`config.mk`:
```
export PLATFORM = sky130hd
export DESIGN_NAME = dpw_slave
export DESIGN_NICKNAME = d
export VERILOG_FILES = /design/src/hdl/dpw_slave.v /design/src/hdl/dpw_sync.v /design/src/hdl/dpw_edge.v
export VERILOG_INCLUDE_DIRS = /design/src /design/src/hdl
export SDC_FILE = /design/constraint.sdc
export NUM_CORES = 1
export LEC_CHECK = 0
export CORE_MARGIN = 1.5
export CORE_UTILIZATION = 60
export DETAILED_ROUTE_END_ITERATION = 12
export DONT_BUFFER_PORTS = 1
export GPL_ROUTABILITY_DRIVEN = 0
export PLACE_DENSITY = 0.76
export SLEW_MARGIN = 30
export SYNTH_ARGS = -nofsm -noshare
export SYNTH_HDL_FRONTEND = slang
export SYNTH_SLANG_ARGS = --single-unit
```
`constraint.sdc`:
```
create_clock -name clk -period 3.3 [get_ports clk]
set_clock_uncertainty 0.2 [all_clocks]
set_input_delay 0 -clock clk [delete_from_list [all_inputs] [get_ports clk]]
set_output_delay 0 -clock clk [all_outputs]
set_load 0.02 [all_outputs]
```
`src/hdl/dpw_consts.vh`:
```
/*
 * constants for the two-wire wiper slave: address, instruction byte fields,
 * reset values.
 * assumes inclusion by the design files of the wiper slave only.
 */
`ifndef DPW_CONSTS_VH
`define DPW_CONSTS_VH

// ==========================================================
// slave address
`define DPW_ADDR_HI        6'h16
// ==========================================================
// instruction byte fields
`define DPW_INS_RS_BIT     6
`define DPW_INS_SD_BIT     5
// ==========================================================
// bit counter value of the acknowledge slot
`define DPW_ACK_SLOT       4'h8
// ==========================================================
// midscale and reset values
`define DPW_WIPER_MID      8'h80
`define DPW_WIPER_RST      8'h80

`endif

```
`src/hdl/dpw_slave.v`:
```
/*
 * two-wire serial slave of a 256-position digital potentiometer: receives
 * address, instruction and wiper bytes, returns the wiper on reads.
 * assumes scl and sda arrive from pins (open drain, pulled up outside) and
 * that the bus clock is much slower than clk.
 */
// Summary of operation
// [RULE_01] two-wire slave only while interface select high
// [RULE_02] address 010110 plus address select pin
// [RULE_03] start marks next byte as address
// [RULE_04] ack match on ninth clock, else idle; the code waits in ST_WAIT, busy high, until stop or start
// [RULE_05] direction bit high reads, low writes
// [RULE_06] instruction byte follows address; msb ignored
// [RULE_07] midscale bit overwrites wiper with midscale
// [RULE_08] shutdown opens A, shorts wiper, keeps register
// [RULE_09] writes accepted in shutdown; resume latest setting
// [RULE_10] five low instruction bits ignored
// [RULE_11] data byte acknowledged and loaded into wiper
// [RULE_12] sda changes only while scl low
// [RULE_13] read returns wiper right after address ack
// [RULE_14] stop detected releases the bus
// [RULE_15] master nacks read then forms stop
// [RULE_16] further data bytes reuse the same instruction
// [RULE_17] new instruction needs a new transfer
// [RULE_18] repeated reads return wiper every byte
// [RULE_19] midscale code is 0x80
`timescale 1ns/1ps
`include "dpw_consts.vh"
module dpw_slave
(
    input  wire       clk,
    input  wire       rst_n,
    input  wire       interface_select_pin,
    input  wire       address_select_pin,
    input  wire       scl_i,
    input  wire       sda_i,
    output wire       sda_o,
    output wire       sda_oe,
    output wire [7:0] wiper_register,
    output wire [7:0] wiper_tap,
    output wire       term_a_open,
    output wire       wiper_to_b,
    output wire       busy
);
    // ==========================================================
    // synchronisers and bus conditions
    wire scl_s;
    wire sda_s;
    wire sel_s;
    wire ads_s;
    wire scl_rise;
    wire scl_fall;
    wire start_det;
    wire stop_det;

    dpw_sync #(.RST_VAL(1'b1)) u_sync_scl (.clk(clk), .rst_n(rst_n), .d(scl_i), .q(scl_s));
    dpw_sync #(.RST_VAL(1'b1)) u_sync_sda (.clk(clk), .rst_n(rst_n), .d(sda_i), .q(sda_s));
    dpw_sync #(.RST_VAL(1'b0)) u_sync_sel
    (
        .clk   (clk),
        .rst_n (rst_n),
        .d     (interface_select_pin),
        .q     (sel_s)
    );
    dpw_sync #(.RST_VAL(1'b0)) u_sync_ads
    (
        .clk   (clk),
        .rst_n (rst_n),
        .d     (address_select_pin),
        .q     (ads_s)
    );

    dpw_edge u_edge
    (
        .clk       (clk),
        .rst_n     (rst_n),
        .scl       (scl_s),
        .sda       (sda_s),
        .scl_rise  (scl_rise),
        .scl_fall  (scl_fall),
        .start_det (start_det),
        .stop_det  (stop_det)
    );

    // ==========================================================
    // state machine
    localparam [5:0] ST_IDLE = 6'h01;
    localparam [5:0] ST_ADDR = 6'h02;
    localparam [5:0] ST_INS  = 6'h04;
    localparam [5:0] ST_DATA = 6'h08;
    localparam [5:0] ST_READ = 6'h10;
    localparam [5:0] ST_WAIT = 6'h20;

    reg [5:0] state_q;
    reg [7:0] shift_q;
    reg [3:0] bit_q;
    reg       ack_q;
    reg       drv_q;
    reg       drv_d;
    reg [7:0] wiper_q;
    reg       sd_q;
    reg       rs_q;
    reg       mack_q;

    wire       ninth    = (bit_q == `DPW_ACK_SLOT);
    wire [7:0] rx_byte  = {shift_q[6:0], sda_s};

    // full byte seen at ninth-bit boundary: bit_q counts received bits
    wire       addr_hit = (shift_q[7:2] == `DPW_ADDR_HI) && (shift_q[1] == ads_s); // RULE_02

    // ==========================================================
    // helpers
    // a read byte restarts from the wiper after our ack or the master's
    function reload_rd;
        input       ack;
        input [3:0] cnt;
        input       mack;
        begin
            reload_rd = ack || (cnt == 4'h0 && mack);
        end
    endfunction

    // midscale request carried by the instruction byte
    function ins_midscale;
        input [7:0] ins;
        begin
            ins_midscale = ins[`DPW_INS_RS_BIT];
        end
    endfunction

    always @(posedge clk or negedge rst_n)
    begin
        if (!rst_n)
        begin
            state_q <= ST_IDLE;
            shift_q <= 8'h00;
            bit_q   <= 4'h0;
            ack_q   <= 1'b0;
            drv_q   <= 1'b0;
            wiper_q <= `DPW_WIPER_RST;
            sd_q    <= 1'b0;
            rs_q    <= 1'b0;
            mack_q  <= 1'b0;
        end
        else if (!sel_s)
        begin
            state_q <= ST_IDLE; // RULE_01
            ack_q   <= 1'b0;
            drv_q   <= 1'b0;
        end
        else if (stop_det)
        begin
            state_q <= ST_IDLE; // RULE_14
            ack_q   <= 1'b0;
            drv_q   <= 1'b0;
        end
        else if (start_det)
        begin
            state_q <= ST_ADDR; // RULE_03
            bit_q   <= 4'h0;
            ack_q   <= 1'b0;
            drv_q   <= 1'b0;
        end
        else
        begin
            // sample on rising scl
            if (scl_rise && !(state_q[0] || state_q[5]))
            begin
                if (ninth)
                begin
                    mack_q <= ~sda_s;
                end
                else
                begin
                    shift_q <= rx_byte;
                end
                bit_q <= ninth ? 4'h0 : bit_q + 4'h1;
            end
            // drive on falling scl so sda only moves while scl low
            if (scl_fall)
            begin
                ack_q <= 1'b0;
                drv_q <= 1'b0; // RULE_12
                if (ninth && !ack_q)
                begin
                    case (state_q)
                        ST_ADDR:
                        begin
                            if (addr_hit)
                            begin
                                ack_q <= 1'b1; // RULE_04
                                if (shift_q[0])
                                begin
                                    state_q <= ST_READ; // RULE_05
                                end
                                else
                                begin
                                    state_q <= ST_INS;
                                end
                            end
                            else
                            begin
                                state_q <= ST_WAIT;
                            end
                        end
                        ST_INS:
                        begin
                            ack_q <= 1'b1;
                            // msb and low five bits unused
                            rs_q  <= ins_midscale(shift_q); // RULE_06 RULE_10
                            sd_q  <= shift_q[`DPW_INS_SD_BIT]; // RULE_08 RULE_09
                            if (ins_midscale(shift_q))
                            begin
                                wiper_q <= `DPW_WIPER_MID; // RULE_07 RULE_19
                            end
                            state_q <= ST_DATA;
                        end
                        ST_DATA:
                        begin
                            ack_q   <= 1'b1; // RULE_11
                            // same instruction held for every further byte
                            wiper_q <= rs_q ? `DPW_WIPER_MID : shift_q; // RULE_16
                        end
                        ST_READ:
                        begin
                            // let go of sda so the master can acknowledge
                            state_q <= ST_READ;
                        end
                        default:
                        begin
                            state_q <= state_q;
                        end
                    endcase
                end
                else if (state_q == ST_READ)
                begin
                    drv_q <= drv_d; // RULE_13 RULE_18
                end
            end
        end
    end

    // ==========================================================
    // read path: drive bit of wiper, release on ack slot; master nack ends reads
    reg [7:0] rd_q;
    always @(posedge clk or negedge rst_n)
    begin
        if (!rst_n)
        begin
            rd_q <= 8'h00;
        end
        else if (scl_fall && state_q == ST_READ)
        begin
            if (reload_rd(ack_q, bit_q, mack_q))
            begin
                rd_q <= wiper_q; // RULE_18
            end
            else if (bit_q != 4'h0)
            begin
                rd_q <= {rd_q[6:0], 1'b1};
            end
        end
    end

    // ==========================================================
    // next read bit on sda, inverted because a set enable pulls low
    always @*
    begin
        drv_d = 1'b0;
        if (bit_q == 4'h0 && !(ack_q || mack_q))
        begin
            drv_d = 1'b0; // RULE_15
        end
        else if (reload_rd(ack_q, bit_q, mack_q))
        begin
            drv_d = ~wiper_q[7];
        end
        else if (bit_q < `DPW_ACK_SLOT)
        begin
            drv_d = ~rd_q[6];
        end
    end

    // ==========================================================
    // resistor array code: shutdown grounds the tap, register kept
    reg [7:0] tap_q;

    always @(posedge clk or negedge rst_n)
    begin
        if (!rst_n)
        begin
            tap_q <= `DPW_WIPER_RST;
        end
        else
        begin
            tap_q <= sd_q ? 8'h00 : wiper_q; // RULE_08 RULE_09
        end
    end

    // ==========================================================
    // outputs
    assign sda_o          = 1'b0;
    assign sda_oe         = ack_q | drv_q;
    assign wiper_register = wiper_q;
    assign wiper_tap      = tap_q; // RULE_08 RULE_09
    assign term_a_open    = sd_q;
    assign wiper_to_b     = sd_q;
    assign busy           = ~state_q[0];
endmodule

```
`src/hdl/dpw_sync.v`:
```
/*
 * two flip-flop synchroniser for one asynchronous level.
 * assumes clk is the block clock; the first stage is read only by the second.
 */
`timescale 1ns/1ps
module dpw_sync
#(
    parameter RST_VAL = 1'b1
)
(
    input  wire clk,
    input  wire rst_n,
    input  wire d,
    output reg  q
);
    reg meta_q;

    always @(posedge clk or negedge rst_n)
    begin
        if (!rst_n)
        begin
            meta_q <= RST_VAL;
            q      <= RST_VAL;
        end
        else
        begin
            meta_q <= d;
            q      <= meta_q;
        end
    end
endmodule

```
`src/hdl/dpw_edge.v`:
```
/*
 * edge and bus condition detector for synchronised scl and sda.
 * assumes both inputs are already synchronised to clk.
 */
`timescale 1ns/1ps
module dpw_edge
(
    input  wire clk,
    input  wire rst_n,
    input  wire scl,
    input  wire sda,
    output wire scl_rise,
    output wire scl_fall,
    output wire start_det,
    output wire stop_det
);
    reg scl_q;
    reg sda_q;

    always @(posedge clk or negedge rst_n)
    begin
        if (!rst_n)
        begin
            scl_q <= 1'b1;
            sda_q <= 1'b1;
        end
        else
        begin
            scl_q <= scl;
            sda_q <= sda;
        end
    end

    assign scl_rise  = scl & ~scl_q;
    assign scl_fall  = ~scl & scl_q;
    assign start_det = scl & scl_q & sda_q & ~sda;
    assign stop_det  = scl & scl_q & ~sda_q & sda;
endmodule

```
=== Word level (Yosys, flattened, before mapping) ===
Cells that the tools add are included.

* Bitwise logic cells: 18
* Muxes and demuxes: 33
* Add/subtract/negate cells: 1
* Order comparisons: 1
* Reductions and logical operators: 25
* Equality and inequality tests: 11

{| class="wikitable"
|+ Operators by type and width
! operator !! count
|-
| $mux W6 || 6
|-
| $mux W8 || 3
|-
| $pmux W6 S3 || 1
|-
| $pmux W8 S2 || 1
|-
| $mux W1 || 15
|-
| $mux W7 || 2
|-
| $eq A6 B5 Y1 const B || 2
|-
| $mux W4 || 3
|-
| $not A1 Y1 || 10
|-
| $reduce_and A5 Y1 || 2
|-
| $ne A4 B4 Y1 const B || 2
|-
| $and A1 B1 Y1 || 7
|-
| $reduce_and A7 Y1 || 1
|-
| $eq A6 B2 Y1 const B || 1
|-
| $eq A6 B3 Y1 const B || 1
|-
| $eq A6 B4 Y1 const B || 1
|-
| $logic_and A1 B1 Y1 || 6
|-
| $ne A6 B6 Y1 const B || 1
|-
| $reduce_and A3 Y1 || 2
|-
| $reduce_and A6 Y1 || 1
|-
| $reduce_bool A2 Y1 || 3
|-
| $mux W5 || 1
|-
| $add A4 B1 Y4 const B || 1
|-
| $eq A4 B4 Y1 const B || 1
|-
| 11 further kinds || 15
|}

* Bits in registers: 56

=== Logic depth before layout (Yosys ltp) ===
* Word-level depth: 11
* Depth in mapped cells: 8
* Mapped depth without buffers: 7

=== By module ===
From an unflattened synthesis, not the netlist that was laid out.

* Cell total of the unflattened synthesis: 209
* Area, all modules: 2,527.4 µm²

{| class="wikitable"
|+ Modules (own cells, without submodules)
! module !! area an instance (µm²) !! cells an instance !! seq. area each (µm²) !! instances
|-
| dpw_slave || 2,237.1 || 195 || 1,154.9 || 1
|-
| dpw_sync at u_sync_scl ... || 52.6 || 2 || 52.6 || 2
|-
| dpw_sync at u_sync_ads ... || 50.0 || 2 || 50.0 || 2
|-
| dpw_edge || 85.1 || 6 || 52.6 || 1
|}

=== Worst setup path before layout ===
OpenSTA, ideal clock, no wires.

* Path type: register to register
* Start: register bit_q[0]
* End: register shift_q[2]
* Arrival: 1,639 ps
* Setup slack: 1,334 ps
* Stages on the path, launching flop included: 8
* Setup time: 127 ps
* Buffers on the path: 1
* Cell sequence: dfrtp_1 inv_1 ha_1 nor2b_1 nand2_1 and3_1 buf_4 mux2_1

* Word-level cells in the longest chain between the ends: 3

{| class="wikitable"
|+ Ends and longest elaborated chain
! item !! line !! text
|-
| start: declaration || dpw_slave.v:96 || <nowiki>reg [3:0] bit_q;</nowiki>
|-
| start signal: assignment || dpw_slave.v:177 || <nowiki>bit_q <= ninth ? 4'h0 : bit_q + 4'h1;</nowiki>
|-
| $eq A4 B4 Y1 (no line) || - ||
|-
| $not A1 Y1 (no line) || - ||
|-
| $reduce_and A5 Y1 (no line) || - ||
|-
| end signal: assignment || dpw_slave.v:175 || <nowiki>shift_q <= rx_byte;</nowiki>
|-
| end: declaration || dpw_slave.v:95 || <nowiki>reg [7:0] shift_q;</nowiki>
|}

No other way between the ends.
A chain may end at the register's enable or synchronous reset.

=== Worst setup path in the final report ===
* Start: register state_q[1]
* End: register rd_q[0]

* Word-level cells in the longest chain between the ends: 3

{| class="wikitable"
|+ Ends and longest elaborated chain
! item !! line !! text
|-
| start: declaration || dpw_slave.v:94 || <nowiki>reg [5:0] state_q;</nowiki>
|-
| start signal: assignment || dpw_slave.v:231 || <nowiki>state_q <= state_q;</nowiki>
|-
| $eq A6 B5 Y1 || dpw_slave.v:252 || <nowiki>else if (scl_fall && state_q == ST_READ)</nowiki>
|-
| $logic_and A1 B1 Y1 || dpw_slave.v:252 ||
|-
| $reduce_and A2 Y1 (no line) || - ||
|-
| end signal: assignment || dpw_slave.v:256 || <nowiki>rd_q <= wiper_q;</nowiki>
|-
| end signal: assignment || dpw_slave.v:260 || <nowiki>rd_q <= {rd_q[6:0], 1'b1};</nowiki>
|-
| end: declaration || dpw_slave.v:245 || <nowiki>reg [7:0] rd_q;</nowiki>
|}

No other way between the ends.

==> run summary <==
status: complete, but fails checks
failing checks: hold timing
RR Endpoint: rd_q[0]
PwrDens: 475 nW/um^2
Max Fclk: 0.463 GHz
Worst EP required: 3.34 ns
CTS root buffer: clkbuf_8
Site Rows: 23
clock buffer count from CTS: 5
Crit path arrival time: 2.20 ns
IO Count: 27
Die Y: 67.5 um
# hold bufs at CTS: 6
Bufs on Longest Clock Path: 2
EDFF count, synth: 0
Routed wire per std cell: 17.1 um
Syn. warnings: 0
Startpoint Class: register
vias per inst: 6.12
worst hold slack: -0.00480 ns
Setup crit end kind: register
multi-input combinational cell area: 965 sq um
Die W: 67.5 um
global routing's busiest layer: met2
CTS tree: done
crit-path leading delay family: compound AO/OA/AOI/OAI gates
Synth area leaders: dfrtp_1 (47%), dfstp_2 (9.5%), mux2_2 (5.4%)
Num Clock Sinks: 56
vias in the first global route: 1655
FF+latch count, synth: 56
clock latency on the worst-skew pair: 0.31 ns
leakage: 0.00123 uW
Max VDD drop: 315 uV
max-slew violations: 0
Worst setup endpoint: rd_q[0]
Post-CTS Resized: 0
worst-margin pin slew: 0.686 ns
total gr overflow: 0
vias: 1684
Placeable Area: 4000 sq um
DRT Pass-1 Iters: 5
Hold Fails Final Rpt: 22
Final nets: 232
Final setup viols: 0
largest net degree at the start of global routing: 57
GR Util met3: 5.33%
Worst slew margin: 54.3%
worst path cell trace: nor4_4, nand3b_2, a311oi_4, nor2_1, a21oi_1
H-tree Lvls: 2
initial antenna violation count: 0
P&R area growth vs syn: 6.81%
Initial Util: 62.4%
clk slew on worst S/H paths: 0.11 ns
total setup buffers inserted after CTS: 0
first-pass GRT wire length: 7690 um
DP Wirelength: 3390 um
Total GRT Usage: 23.1%
Cell variety after synth: 48
RSZ-0062 raised after global routing: no
Max stage delay on crit path: 0.61 ns
Mean Syn Cell Area: 11.4 sq um
number of routed nets with antenna violations: 0
CP Launch Point: state_q[1]
GR Layer Usage met1: 31.2%
die footprint: 4560 sq um
Crit. path cell count: 5
Buffers & Inverters on Critical Path: 0
worst reg2reg path depth: 5
port bufs: 0
Tmin final: 2.16 ns
proportion of layout cells with a drive suffix above 1: 18.7%
post-route setup slack: 1.14 ns
Synth top area share: 47.1%
reg-to-reg slack, setup: 1.14 ns
antenna fix cells: 0
cell count after synthesis: 220
final WL: 4700 um
area leader, netlist: dfrtp_1
register area: 1410 sq um
Post-Route Setup TNS: 0 ns
synthesized cell area: 2500 sq um
Seq/Total Area, Yosys: 56.6%
syn_nets: 228
iteration-0 DRC count of the detailed router: 213
GR Util met2: 36.6%
Max FO, Critical Path: 14
pre-CTS setup slack: 1.16 ns
DR DRC count: 0
Post-synth ARST share: 100%
Slowest cell on crit path: a311oi_4
max_cap viols: 0
Hold Path Class: input pin to asynchronous set/reset pin
Tcrit/Tclk final: 65.4%
prevailing post-synth register cell: dfrtp_1
Crit Path Category: register to register
fill cell count: 294
Reg2Reg Launch Point: state_q[1]
==> sequential cells by signal, summed over array words and instances, names as in the netlist, 4 cells and up <==
name / count
wiper_register: 8
state_q: 6
bit_q: 4
rd_q: 7
shift_q: 8
wiper_tap: 8
==> routing by layer <==
layer | vias to the layer above | routed length (um)
met3 | 12 | 285
met2 | 81 | 2320
met4 | 0 | 93
met5 | - | 0
li1 | 775 | -
met1 | 816 | 2010
==> metrics by stage <==
stage / area [sq um] / util [%] / hold slack [ns] / total power (uW) / cells
after floorplan: 2500 / - / -0.496 / 840 / 220
after detailed placement: 2500 / 62.4 / -0.494 / 867 / 261
final: 2670 / 66.7 / -0.00480 / 1270 / 275
after CTS: 2670 / 66.7 / 0.000661 / 1270 / 275
after global placement: 2500 / 62.4 / -0.494 / 857 / 261
after global routing: 2670 / 66.7 / 0.0105 / 1330 / 275
==> worst min-delay path by stage <==
stage                    to   from  slack [ns]
2_1_floorplan         ack_q  rst_n       -0.50
3_3_place_gp     state_q[4]  rst_n       -0.49
3_5_place_dp   wiper_tap[0]  rst_n       -0.49
4_1_cts             rd_q[0]  rst_n      0.0007
5_1_grt             rd_q[0]  rst_n        0.01
6_report       wiper_tap[1]  rst_n      -0.005
==> area by class of cell <==
type / count / share of cell area (%)
clock buffer: 5 / 2.58
tap: 50 / 2.35
timing repair buffer: 6 / 2.91
multi-input combinational: 140 / 36.2
clock inverter: 3 / 0.938
sequential: 56 / 53.0
inverter: 15 / 2.11
==> where the power goes <==
part	internal [uW]	switching, uW	total (uW)
clock	155	235	390
sequential	715	38.4	753
combinational	52.8	70.9	124
total	923	344	1270
==> layout by cell type (no fill, tap or decap), types with 3 or more instances in the layout <==
master	Yosys	final
a21oi_1	7	7
a21oi_2	3	3
and3_1	3	3
clkbuf_8	0	5
dfrtp_1	47	47
dfstp_2	9	9
dlygate4sd3_1	0	5
inv_1	14	14
mux2_2	12	12
mux2i_1	7	7
nand2_1	17	17
nand3_1	13	13
nand4_1	3	3
nor2_1	24	24
nor3_1	3	3
o21ai_0	12	12
o21ai_1	3	3
==> Yosys cell counts (2+ instances only) <==
cell / count
dfrtp_1: 47
nor2_1: 24
nand2_1: 17
inv_1: 14
nand3_1: 13
mux2_2: 12
o21ai_0: 12
dfstp_2: 9
a21oi_1: 7
mux2i_1: 7
a21oi_2: 3
and3_1: 3
buf_4: 3
nand4_1: 3
nor3_1: 3
o21ai_1: 3
a31oi_1: 2
a32o_1: 2
buf_2: 2
buf_6: 2
ha_1: 2
mux2_1: 2
nor2b_1: 2
xor2_1: 2
==> cells by family after synthesis <==
family | synth area share, %
AO/OA/AOI/OAI | 11.7
XOR/XNOR | 1.05
adder cells (fa/ha/maj) | 1.00
buffers and inverters | 4.81
flip-flops | 56.6
multiplexers | 9.12
other | 0.150
AND/OR/NAND/NOR | 15.6
Note: power is estimated with default switching activity, not from simulation.
